==> src/hw/tss_cfg.svh <==
// register map, field positions and reset values of the touch state block
`ifndef TSS_CFG_SVH
`define TSS_CFG_SVH
// register byte offsets
`define TSS_OFF_SPREAD     8'h60
`define TSS_OFF_ARES       8'h64
`define TSS_OFF_BRES       8'h68
`define TSS_OFF_BASE_CNT   8'h6c
`define TSS_OFF_CURR_CNT   8'h70
`define TSS_OFF_TSW        8'h78
`define TSS_OFF_TSR        8'h7c
`define TSS_OFF_FLAGS      8'h80
`define TSS_OFF_FLAGCLR    8'h84
`define TSS_OFF_SSTAT      8'ha0
`define TSS_OFF_PAIRS      8'hf8
// field positions
`define TSS_DEV_LIMIT_MSB  7
`define TSS_SKIPCAL_BIT    24
`define TSS_DETECT_MSB     23
`define TSS_DETECT_LSB     16
`define TSS_BASELINE_MSB   15
`define TSS_FLG_WRREQ_BIT  16
`define TSS_FLG_RDRDY_BIT  17
`define TSS_FLG_SSCHG_BIT  23
// writable masks and reset values
`define TSS_STATE_MASK     32'h01ffffff
`define TSS_RST_WORD       32'h00000000
`define TSS_RST_DEV_LIMIT  8'h00
`define TSS_PAIRS_DEFAULT  32'h01ffffff
`endif

==> src/hw/tss_pkg.sv <==
// types shared by the touch state register block
package tss_pkg;
   typedef logic [31:0] tss_word_t;
   // write data phase progress on the register bus
   typedef enum logic [1:0] {
      TSS_BP_IDLE,
      TSS_BP_WRITE,
      TSS_BP_DONE
   } tss_bphase_e;
endpackage

==> src/hw/tss_burst_dev.sv <==
// pseudo random burst pulse deviation bounded by the maximum deviation
`timescale 1ns/1ps
`include "tss_cfg.svh"
module tss_burst_dev
   import tss_pkg::*;
#(
   parameter int DEV_W = 8
) (
   input  wire logic                  clk_sys,
   input  wire logic                  rst,
   input  wire logic                  spread_en,
   input  wire logic [DEV_W-1:0]      max_deviation,
   input  wire logic                  pulse_start,
   output logic signed [DEV_W:0]      burst_deviation
);
   initial begin
      if (DEV_W < 1 || DEV_W > 15) $error("DEV_W out of range");
   end

   logic [15:0]      lfsr_r;     // free running noise source
   logic [DEV_W-1:0] mag;        // magnitude, never above max_deviation

   // 16-bit maximal length shift register, never all zero
   always_ff @(posedge clk_sys) begin
      if (rst) begin
         lfsr_r <= 16'hace1;
      end else begin
         lfsr_r <= {lfsr_r[14:0],
                    lfsr_r[15] ^ lfsr_r[13] ^ lfsr_r[12] ^ lfsr_r[10]};
      end
   end

   // masking by the limit keeps the magnitude at or below it
   assign mag = lfsr_r[DEV_W-1:0] & max_deviation;

   // a new deviation is chosen at each pulse start, zero when spread is off
   always_ff @(posedge clk_sys) begin
      if (rst) begin
         burst_deviation <= '0;
      end else if (pulse_start) begin
         if (!spread_en) begin
            burst_deviation <= '0;
         end else if (lfsr_r[15]) begin
            burst_deviation <= -$signed({1'b0, mag});
         end else begin
            burst_deviation <= $signed({1'b0, mag});
         end
      end
   end
endmodule

==> src/hw/tss_regs.sv <==
// touch state registers: ahb-lite slave, drive control and state exchange
//
// Decided for this implementation: register access over AHB-Lite.
`timescale 1ns/1ps
`include "tss_cfg.svh"
module tss_regs
   import tss_pkg::*;
#(
   parameter int        NUM_PINS   = 17,
   parameter int        DEV_W      = 8,
   parameter tss_word_t PAIRS_MASK = `TSS_PAIRS_DEFAULT
) (
   input  wire logic                 clk_sys,
   input  wire logic                 rst,
   // ahb-lite slave
   input  wire logic                 hsel,
   input  wire logic [7:0]           haddr,
   input  wire logic [1:0]           htrans,
   input  wire logic                 hwrite,
   input  wire logic [2:0]           hsize,
   input  wire logic [31:0]          hwdata,
   input  wire logic                 hready,
   output logic                      hreadyout,
   output logic                      hresp,
   output logic [31:0]               hrdata,
   // burst engine
   input  wire logic                 spread_en,
   input  wire logic                 burst_active,
   input  wire logic                 pulse_start,
   output logic signed [DEV_W:0]     burst_deviation,
   output logic [NUM_PINS-1:0]       sense_line_a_res,
   output logic [NUM_PINS-1:0]       sense_line_b_res,
   // autonomous sensor counts
   input  wire logic [15:0]          at_base_count,
   input  wire logic [15:0]          at_curr_count,
   // tracking engine exchange
   input  wire logic                 trk_wr_need,
   input  wire logic                 trk_rd_valid,
   input  wire logic [31:0]          trk_rd_word,
   input  wire logic                 trk_status_valid,
   input  wire logic [31:0]          trk_status_word,
   output logic                      trk_wr_valid,
   output logic [31:0]               trk_wr_word,
   output logic                      state_write_request,
   output logic                      state_read_ready,
   output logic                      sensor_state_change
);
   initial begin
      if (NUM_PINS < 1 || NUM_PINS > 32) $error("NUM_PINS out of range");
      if (DEV_W < 1 || DEV_W > 15) $error("DEV_W out of range");
   end

   localparam tss_word_t RES_MASK = tss_word_t'((64'd1 << NUM_PINS) - 1);

   tss_bphase_e           bphase_r;         // bus data phase progress
   logic [7:0]            waddr_r;          // address held for a write
   logic                  accept;           // address phase taken
   logic                  wr_strobe;        // write commits this edge
   logic                  rd_accept;        // read address phase taken
   logic [DEV_W-1:0]      max_deviation_r;  // spread limit
   logic [NUM_PINS-1:0]   res_a_r;          // a-line resistive enables
   logic [NUM_PINS-1:0]   res_b_r;          // b-line resistive enables
   logic [15:0]           base_cnt_r;       // sampled baseline count
   logic [15:0]           curr_cnt_r;       // sampled current count
   tss_word_t             tsr_r;            // readable state word
   tss_word_t             sstat_r;          // per sensor pushed bits
   tss_word_t             rd_mux;           // read data selection
   tss_word_t             flags_word;       // flag register image
   logic                  wr_tsw;           // state write register hit
   logic                  wr_tsr;           // state read register hit
   logic                  wr_fclr;          // flag clear register hit
   logic                  rd_tsr;           // state read register read

   // ---------------- bus slave ----------------

   // address phase is taken only while the bus is ready
   assign accept    = hsel && htrans[1] && hready;
   assign rd_accept = accept && !hwrite;

   // writes take one wait state so a following read sees new data
   always_ff @(posedge clk_sys) begin
      if (rst) begin
         bphase_r <= TSS_BP_IDLE;
         waddr_r  <= 8'h00;
      end else begin
         case (bphase_r)
            TSS_BP_IDLE: begin
               if (accept && hwrite) begin
                  bphase_r <= TSS_BP_WRITE;
                  waddr_r  <= haddr;
               end
            end
            TSS_BP_WRITE: begin
               bphase_r <= TSS_BP_DONE;
            end
            TSS_BP_DONE: begin
               if (accept && hwrite) begin
                  bphase_r <= TSS_BP_WRITE;
                  waddr_r  <= haddr;
               end else begin
                  bphase_r <= TSS_BP_IDLE;
               end
            end
            default: begin
               bphase_r <= TSS_BP_IDLE;
            end
         endcase
      end
   end

   // hready low only in the cycle the write data are taken
   assign hreadyout = (bphase_r != TSS_BP_WRITE);
   assign hresp     = 1'b0;
   assign wr_strobe = (bphase_r == TSS_BP_WRITE);

   // register hits on the write side, plus the state read register read
   assign wr_tsw  = wr_strobe && (waddr_r == `TSS_OFF_TSW);
   assign wr_tsr  = wr_strobe && (waddr_r == `TSS_OFF_TSR);
   assign wr_fclr = wr_strobe && (waddr_r == `TSS_OFF_FLAGCLR);
   assign rd_tsr  = rd_accept && (haddr == `TSS_OFF_TSR);

   // ---------------- configuration registers ----------------

   // spread limit and resistive drive enables, reserved bits dropped
   always_ff @(posedge clk_sys) begin
      if (rst) begin
         max_deviation_r <= DEV_W'(`TSS_RST_DEV_LIMIT);
         res_a_r         <= '0;
         res_b_r         <= '0;
      end else if (wr_strobe) begin
         if (waddr_r == `TSS_OFF_SPREAD) begin
            max_deviation_r <= hwdata[DEV_W-1:0];
         end
         if (waddr_r == `TSS_OFF_ARES) begin
            res_a_r <= hwdata[NUM_PINS-1:0];
         end
         if (waddr_r == `TSS_OFF_BRES) begin
            res_b_r <= hwdata[NUM_PINS-1:0];
         end
      end
   end

   // deviation generator for spread spectrum bursting
   tss_burst_dev #(
      .DEV_W           (DEV_W)
   ) u_dev (
      .clk_sys         (clk_sys),
      .rst             (rst),
      .spread_en       (spread_en),
      .max_deviation   (max_deviation_r),
      .pulse_start     (pulse_start),
      .burst_deviation (burst_deviation)
   );

   // resistive drive follows the burst one cycle later, one per pin
   genvar gi;
   generate
      for (gi = 0; gi < NUM_PINS; gi++) begin : g_pin
         always_ff @(posedge clk_sys) begin
            if (rst) begin
               sense_line_a_res[gi] <= 1'b0;
               sense_line_b_res[gi] <= 1'b0;
            end else begin
               sense_line_a_res[gi] <= res_a_r[gi] && burst_active;
               sense_line_b_res[gi] <= res_b_r[gi] && burst_active;
            end
         end
      end
   endgenerate

   // ---------------- autonomous sensor counts ----------------

   // counts are sampled every cycle for debug reading
   always_ff @(posedge clk_sys) begin
      if (rst) begin
         base_cnt_r <= 16'h0000;
         curr_cnt_r <= 16'h0000;
      end else begin
         base_cnt_r <= at_base_count;
         curr_cnt_r <= at_curr_count;
      end
   end

   // ---------------- state word exchange ----------------

   // software state word passes to the engine with a one cycle strobe
   always_ff @(posedge clk_sys) begin
      if (rst) begin
         trk_wr_valid <= 1'b0;
         trk_wr_word  <= `TSS_RST_WORD;
      end else begin
         trk_wr_valid <= wr_tsw;
         if (wr_tsw) begin
            // flag, detection count and baseline kept, rest zero
            trk_wr_word <= hwdata & `TSS_STATE_MASK;
         end
      end
   end

   // readable state word: engine update wins over a software write
   always_ff @(posedge clk_sys) begin
      if (rst) begin
         tsr_r <= `TSS_RST_WORD;
      end else if (trk_rd_valid) begin
         tsr_r <= trk_rd_word & `TSS_STATE_MASK;
      end else if (wr_tsr) begin
         tsr_r <= hwdata & `TSS_STATE_MASK;
      end
   end

   // write request: set by engine, cleared by a state word write
   always_ff @(posedge clk_sys) begin
      if (rst) begin
         state_write_request <= 1'b0;
      end else if (trk_wr_need) begin
         state_write_request <= 1'b1;
      end else if (wr_tsw) begin
         state_write_request <= 1'b0;
      end
   end

   // read ready: set on new word, cleared when software reads it
   always_ff @(posedge clk_sys) begin
      if (rst) begin
         state_read_ready <= 1'b0;
      end else if (trk_rd_valid) begin
         state_read_ready <= 1'b1;
      end else if (rd_tsr) begin
         state_read_ready <= 1'b0;
      end
   end

   // ---------------- sensor status ----------------

   // pushed bits follow the engine's status updates
   always_ff @(posedge clk_sys) begin
      if (rst) begin
         sstat_r <= `TSS_RST_WORD;
      end else if (trk_status_valid) begin
         sstat_r <= trk_status_word;
      end
   end

   // change flag is sticky; a change wins over a clear in one cycle
   always_ff @(posedge clk_sys) begin
      if (rst) begin
         sensor_state_change <= 1'b0;
      end else if (trk_status_valid && (trk_status_word != sstat_r)) begin
         sensor_state_change <= 1'b1;
      end else if (wr_fclr && hwdata[`TSS_FLG_SSCHG_BIT]) begin
         sensor_state_change <= 1'b0;
      end
   end

   // ---------------- read path ----------------

   // flags at their status word bit positions
   always_comb begin
      flags_word                     = '0;
      flags_word[`TSS_FLG_WRREQ_BIT] = state_write_request;
      flags_word[`TSS_FLG_RDRDY_BIT] = state_read_ready;
      flags_word[`TSS_FLG_SSCHG_BIT] = sensor_state_change;
   end

   // read selection; write-only and unmapped addresses read zero
   always_comb begin
      case (haddr)
         `TSS_OFF_SPREAD:   rd_mux = tss_word_t'(max_deviation_r);
         `TSS_OFF_ARES:     rd_mux = tss_word_t'(res_a_r) & RES_MASK;
         `TSS_OFF_BRES:     rd_mux = tss_word_t'(res_b_r) & RES_MASK;
         `TSS_OFF_BASE_CNT: rd_mux = {16'h0000, base_cnt_r};
         `TSS_OFF_CURR_CNT: rd_mux = {16'h0000, curr_cnt_r};
         `TSS_OFF_TSR:      rd_mux = tsr_r;
         `TSS_OFF_FLAGS:    rd_mux = flags_word;
         `TSS_OFF_SSTAT:    rd_mux = sstat_r;
         `TSS_OFF_PAIRS:    rd_mux = PAIRS_MASK;
         default:           rd_mux = '0;
      endcase
   end

   // read data registered at the end of the address phase
   always_ff @(posedge clk_sys) begin
      if (rst) begin
         hrdata <= 32'h00000000;
      end else if (rd_accept) begin
         hrdata <= rd_mux;
      end
   end
endmodule

==> config.mk <==
export PLATFORM = sky130hd
export DESIGN_NAME = tss_regs
export DESIGN_NICKNAME = d
export VERILOG_FILES = /design/src/hw/tss_pkg.sv /design/src/hw/tss_burst_dev.sv /design/src/hw/tss_regs.sv
export VERILOG_INCLUDE_DIRS = /design/src /design/src/hw
export SDC_FILE = /design/constraint.sdc
export NUM_CORES = 1
export LEC_CHECK = 0
export BUFFER_PORTS_ARGS = -buffer_cell sky130_fd_sc_hd__buf_2
export CORE_UTILIZATION = 40
export DETAILED_ROUTE_END_ITERATION = 16
export GPL_TIMING_DRIVEN = 0
export HOLD_SLACK_MARGIN = 0.1
export PLACE_DENSITY = 0.69
export SYNTH_ARGS = -nofsm -noshare
export SYNTH_HDL_FRONTEND = slang
export SYNTH_HIERARCHICAL = 1
export SYNTH_SLANG_ARGS = --single-unit
==> constraint.sdc <==
create_clock -name clk_sys -period 4.08 [get_ports clk_sys]
set_input_delay 0.204 -clock clk_sys [delete_from_list [all_inputs] [get_ports clk_sys]]
set_output_delay 0.204 -clock clk_sys [all_outputs]
set_load 0.02 [all_outputs]
==> results of run 1 <==
## worst paths after layout
kind	from	end	cells past startpoint
worst min-delay path	haddr[5]	waddr_r[5]$_SDFFE_PP0P_	4
worst max-delay path	waddr_r[2]$_SDFFE_PP0P_	tsr_r[21]$_SDFFE_PP0P_	7
worst min register to register	u_dev/lfsr_r[9]$_SDFF_PP0_	u_dev/lfsr_r[10]$_SDFF_PP1_	1
worst max register to register	waddr_r[2]$_SDFFE_PP0P_	tsr_r[21]$_SDFFE_PP0P_	7
## worst reg2reg max path, cell delays in order, from the launching register on
cell and delay, ns:
dfxtp_1 0.37, or3b_4 0.45, nor4_4 0.56, buf_6 0.27
mux2_2 0.36, mux2i_1 0.16, dlygate4sd3_1 0.58, nor2_1 0.04
## what timing repair did
item                      in CTS  in global routing
resized for setup              0                  0
hold buffers                 130                  0
hold endpoints to repair     164                  0
setup buffers                  0                  0
## per-stage QoR
| step | hold slack (ns) | instances | utilization |
|---|---|---|---|
| global placement | 0.393 | 1681 | 0.469 |
| floorplan | 0.276 | 1116 | - |
| detailed placement | 0.404 | 1681 | 0.469 |
| CTS | 0.152 | 1860 | 0.555 |
| finish | 0.172 | 1861 | 0.555 |
| global route | 0.252 | 1861 | 0.555 |
## routing by layer
layer / GRT usage / share of wire / vias to the layer above
met3: 0.0422 / 0.067 / 61
met1: 0.339 / 0.43 / 4619
met4: 0.0788 / 0.026 / 0
met5: 0 / 0 / -
li1: - / - / 4615
met2: 0.438 / 0.48 / 380
## power by group
| part | internal (uW) | switching, uW | leakage, uW |
|---|---|---|---|
| Clock | 1570 | 1010 | 0.000466 |
| Combinational | 246 | 258 | 0.00354 |
| Sequential | 2620 | 47.2 | 0.00213 |
## cells in the mapped netlist (3+ instances only)
cell type  count  area share
nand2b_1       5      0.0030
a221oi_1      11      0.0091
mux4_2         3      0.0064
nand2_1      152       0.054
nor2_1       104       0.037
nand4_1        5      0.0030
mux2i_1       76       0.072
nand4b_1       5      0.0041
o21ai_1        5      0.0024
a22o_1        11      0.0091
a31oi_1        4      0.0024
xnor2_1        5      0.0041
nor2b_1       42       0.025
or3_1          3      0.0018
o2bb2ai_1      9      0.0074
xor2_1        34       0.028
inv_1          4      0.0014
and2_1        38       0.022
or2_2          7      0.0041
nor4_1         8      0.0047
buf_2         24       0.011
mux2_2        31       0.033
a21oi_1       69       0.033
a22oi_1       24       0.017
buf_6          4      0.0043
nor3b_1        3      0.0021
o21ai_0       16      0.0076
a221o_1       13       0.012
nor3_1        21      0.0099
nand3_1        8      0.0038
clkbuf_1      43       0.015
nor4b_2        3      0.0043
dfxtp_1      261        0.49
buf_4         11      0.0078
## area by class of cell
type / instances / share of cell area
Antenna cell: 1 / 0.000173
Buffer: 84 / 0.0289
Clock buffer: 38 / 0.0539
Clock inverter: 11 / 0.0110
Inverter: 5 / 0.00130
Multi-Input combinational cell: 766 / 0.344
Sequential cell: 261 / 0.362
Tap cell: 335 / 0.0290
Timing Repair Buffer: 360 / 0.170
## sequential cells by signal, summed over array words and instances, names as in the netlist, 17 cells and up
name              cells
hrdata               32
sstat_r              32
trk_wr_word          25
tsr_r                25
res_a_r              17
res_b_r              17
sense_line_a_res     17
sense_line_b_res     17
## kinds of logic after synthesis
group / count (synthesis) / share of synthesized area
AO/OA/AOI/OAI: 183 / 0.118
multiplexers: 110 / 0.111
adder cells (fa/ha/maj): 1 / 0.00118
buffers and inverters: 89 / 0.0411
other: 1 / 0.000354
flip-flops: 261 / 0.493
AND/OR/NAND/NOR: 425 / 0.202
XOR/XNOR: 39 / 0.0322
==> metrics.md, run 1 <==
| Metric | Value |
|---|---|
| Max Clock Skew | about 0.008 ns |
| Arrival time worst endpoint | 3.33 ns |
| Post-synth top flop | dfxtp_1 |
| CTS H-tree lvls | 1 |
| FILL cells | roughly 2.3k |
| Antenna viol nets, final | 0 |
| Worst rel slew slack | 0.242 |
| Tot Pwr | 5750 uW |
| CTS buffer count | 27 |
| Fmax | between 300 and 400 MHz |
| Cell Pwr Density | ~400 nW/um^2 |
| Flop2flop setup slack | 1.15 ns |
| Global-route usage over all layers | 0.260 |
| Slowest stage cell, crit path | dlygate4sd3_1 |
| Distinct cells, synth | 69 |
| Pleak | about 0.0061 uW |
| Delay-heaviest family, CP | simple AND/OR/NAND/NOR gates |
| Fin nets | ~1.7k |
| CP max stage delay | 0.58 ns |
| Area of the multi-input gates | 4960 sq um |
| CP Buf/Inv Count | 2 |
| CP cell instances | or3b_4 -> nor4_4 -> buf_6 -> mux2_2 -> mux2i_1 -> dlygate4sd3_1 -> nor2_1 |
| Peak VDD IR | roughly 0.00031 V |
| Clk root buf | clkbuf_16 |
| Die Height | 165 microns |
| Commonest cells after routing, fill and taps aside | dfxtp_1, buf_2, nand2_1 |
| Post-route worst setup slack | 1.15 ns |
| Required @ worst endpoint | between 4 and 5 ns |
| CP Launch Type | flip-flop |
| Vias | between 9k and 10k |
| Min cycle time layout | between 2 and 3 ns |
| CTS sink cnt | 261 |
| Syn_area_per_cell | ~9.6 sq um |
| CP endpoint kind | flip-flop |
| DRC | 0 |
| Slew @ Worst Pin | roughly 1.1 ns |
| Die ar. | ~27000 sq um |
| Seq/Total Area, Yosys | 0.493 |
| Initial antenna violation count | 1 |
| Finish-stage setup viols | 0 |
| Clock latency on the worst-skew pair | ~0.54 ns |
| Final Hold Fails | 0 |
| Slew Limit Fails | 0 |
| Critical-path maximum fanout | 10 |
| Initial core utilization | 0.408 |
| EDFF count, synth | 0 |
| Largest net degree at the start of global routing | 14 |
| RSZ-0062 raised after global routing | false |
| Status | finished, final reports clean |
| Synth Warn # | 6 |
| Total I/O pin count | between 200 and 300 |
| Post-synthesis cell area | approximately 11000 sq um |
| Pre-antenna DRT Iters | 5 |
| Dpl ws | ~1.6 ns |
| Routed len/inst | around 19 microns |
| CTS tree | yes |
| Tcrit/Tclk final | 0.717 |
| Gpl congestion | roughly 0.89 |
| IO Port Bufs | 230 |
| Synthesized flop and latch total | between 200 and 300 |
| Fin area | between 10000 and 15000 sq um |
| Worst hold path class | primary input to flip-flop |
| WS Path Type | flip-flop to flip-flop |
| Post-synth ARST share | 0 |
| Congestion Overflow GR | 0 |
| Placed Area | around 12000 sq um |
| Core Area | roughly 26000 sq um |
| Routed WL | around 36 mm |
| Max-cap violations | 0 |
| Area occupied by registers | 5230 sq um |
| Syn Inst Count | about 1.1k |
| Clock-pin slew on the worst setup and hold paths | roughly 0.060 ns |
| Commonest non-fill, non-tap cell in the layout | dfxtp_1 |
| Post-DP HPWL | about 26 mm |
| Vias in the first global route | 9401 |
| Share of post-route cells with drive strength above 1 | 0.244 |
| Max Root-Sink Buffers | 3 |
| Die width | 165 microns |
| First-pass GRT wire length | ~53 mm |
| Syn-to-layout area delta | 36.2% |
| Site row count | just under 60 |
| Drt via density | ~5.2 |
| Setup Total Neg Slack | 0 ns |
| 1st-iter DRT viols | ~670 |
(Power assumes the default switching activity.)
==> run 2: changes to the inputs <==
Settings changed: PLACE_DENSITY 0.69 to 0.71.
Clock period 4.08 ns to 2.5 ns, I/O delays scaled along.
==> run 2 against run 1 <==
  * Routed wire length increased by 1.1%
  * Critical path type unchanged
  * Total power rose by 61%
  * Highest routed layer unchanged
  * Fmax grew 31%
  * Critical endpoint is now trk_wr_word[11]$_SDFFE_PP0P_
  * Setup slack lost 0.89 ns
==> metrics.md, run 2 (same netlist as run 1, synthesis figures left out) <==
| Metric | Value |
|---|---|
| Status | finished, final reports clean |
| Final Hold Fails | 0 (unchanged) |
| CTS tree | yes |
| Slew @ Worst Pin | 1.11 ns (-0.0193 ns) |
| Finish-stage setup viols | 0 (unchanged) |
| Clock latency on the worst-skew pair | 0.55 ns (about the same) |
| Initial antenna violation count | 1 (unchanged) |
| Congestion Overflow GR | 0 (unchanged) |
| CTS H-tree lvls | 1 (unchanged) |
| CTS buffer count | 28 (+3.7%) |
| Vias in the first global route | 9450 (+0.52%) |
| Min cycle time layout | 2.24 ns (-0.690 ns) |
| Die Height | 165 microns (unchanged) |
| Die width | 165 microns (unchanged) |
| Worst Hold Launch | haddr[2] |
| Largest net degree at the start of global routing | 15 (+1) |
| Critical Path Start | waddr_r[3]$_SDFFE_PP0P_ |
| Peak VDD IR | 0.000434 V (+40%) |
| Vias | 9776 (+1.0%) |
| Routed len/inst | 19.4 microns (+1.0%) |
| Syn-to-layout area delta | 36.1% |
| Final Core Density | 0.555 (-0.000577) |
| Arrival time worst endpoint | 2.63 ns (-0.70 ns) |
| Worst rel slew slack | 0.255 (+0.0129) |
| Global-route usage over all layers | 0.261 (+0.00107) |
| Placed Area | 12200 sq um (unchanged) |
| RSZ-0062 raised after global routing | false |
| Slew Limit Fails | 0 (unchanged) |
| Critical-path maximum fanout | 10 (unchanged) |
| Fin nets | 1660 (+0.12%) |
| Routed WL | 36.2 mm (+1.1%) |
| Site row count | 59 (unchanged) |
| Commonest non-fill, non-tap cell in the layout | dfxtp_1 |
| Gpl congestion | 0.890 (+0.27%) |
| Clock-pin slew on the worst setup and hold paths | 0.06 ns (about the same) |
| Cell Pwr Density | 642 nW/um^2 (+61%) |
| Drt via density | 5.25 (+0.94%) |
| Tcrit/Tclk final | 0.894 (+0.177) |
| Fin area | 14400 sq um (-0.10%) |
| Required @ worst endpoint | 2.90 ns (-1.59 ns) |
| CTS sink cnt | 261 (unchanged) |
| WS Path Type | flip-flop to flip-flop |
| CP endpoint kind | flip-flop |
| IO Port Bufs | 230 (unchanged) |
| Core Area | 26000 sq um (unchanged) |
| Top flop regs | hrdata: 32 flops, sstat_r: 32 flops |
| Share of post-route cells with drive strength above 1 | 0.246 (+0.00230) |
| Clk root buf | clkbuf_16 |
| Max Root-Sink Buffers | 3 (unchanged) |
| Max-cap violations | 0 (unchanged) |
| Fmax | 447 MHz (+31%) |
| Tot Pwr | 9260 uW (+61%) |
| DRC | 0 (unchanged) |
| Post-DP HPWL | 25.9 mm (-0.11%) |
| Initial core utilization | 0.408 (unchanged) |
| Setup Total Neg Slack | 0 ns (unchanged) |
| CP Launch Type | flip-flop |
| Total I/O pin count | 265 (unchanged) |
| Pre-antenna DRT Iters | 5 (unchanged) |
| First-pass GRT wire length | 53.4 mm (+0.56%) |
| Die ar. | 27100 sq um (unchanged) |
| Max Clock Skew | 0.00976 ns (+0.00162 ns) |
| Commonest cells after routing, fill and taps aside | dfxtp_1, buf_2, nand2_1 |
| Worst hold path class | primary input to flip-flop |
| 1st-iter DRT viols | 688 (+3.0%) |
| Antenna viol nets, final | 0 (unchanged) |
| Pleak | 0.00613 uW (about the same) |
| Worst flop-to-flop path startpoint | waddr_r[3]$_SDFFE_PP0P_ |
==> run 2: cell count changes in the layout (fill, tap and decap cells not counted), sizes merged <==
cell         change
clkbuf           +4
dlygate4sd3      -2
clkinv           +1
bufinv           -3
buf              +3
inv              -1
==> run 2: worst max-delay path, stage by stage, from the launching register on <==
cell	delay, ns
dfxtp_1	0.31
buf_2	0.22
nand2_1	0.13
or3_1	0.36
nand2b_1	0.16
clkbuf_1	0.32
clkbuf_2	0.38
nand2_1	0.15
a21oi_1	0.07
==> run 2: final timing paths <==
kind / end / slack [ns] / depth (start not counted)
hold reg to reg: u_dev/lfsr_r[15]$_SDFF_PP1_ / 0.41 / 1
hold / removal: waddr_r[2]$_SDFFE_PP0P_ / 0.18 / 4
setup reg to reg: trk_wr_word[11]$_SDFFE_PP0P_ / 0.26 / 8
setup / recovery: trk_wr_word[11]$_SDFFE_PP0P_ / 0.26 / 8
==> run 2: through the flow <==
step / worst slack [ns] / cells / hold WS [ns]
2_1_floorplan: 0.602 / 1116 / 0.197
3_3_place_gp: 0.162 / 1681 / 0.331
3_5_place_dp: 0.100 / 1681 / 0.337
4_1_cts: 0.0935 / 1859 / 0.161
5_1_grt: 0.142 / 1863 / 0.175
6_report: 0.265 / 1863 / 0.176
==> run 2: cell type report <==
| class | count | area, sq um |
|---|---|---|
| Fill cell | 2307 | 11600 |
| Sequential cell | 261 | 5230 |
| Multi-Input combinational cell | 766 | 4960 |
| Timing Repair Buffer | 361 | 2450 |
| Clock buffer | 42 | 833 |
| Tap cell | 335 | 419 |
| Buffer | 84 | 418 |
| Clock inverter | 8 | 83.8 |
| Inverter | 5 | 18.8 |
| Antenna cell | 1 | 2.50 |
==> run 2: power breakdown <==
group,switching (uW),internal (uW)
Sequential,78.2,4270
Combinational,421,395
Clock,1690,2400
Total,2190,7060
==> run 2: per-layer routing <==
layer  global-route usage  up-vias  share of wire
met5                    0        -              0
met4               0.0988        0          0.034
met3               0.0462       75          0.075
met2                0.427      418           0.47
met1                0.341     4654           0.42
li1                     -     4629              -
==> run 2: repair_timing <==
action / 4_1_cts / 5_1_grt
resized for setup: 0 / 2
hold buffers: 128 / 0
buffers inserted: 0 / 3
endpoints found under the hold margin: 172 / 0
endpoints found under the setup margin: 0 / 13
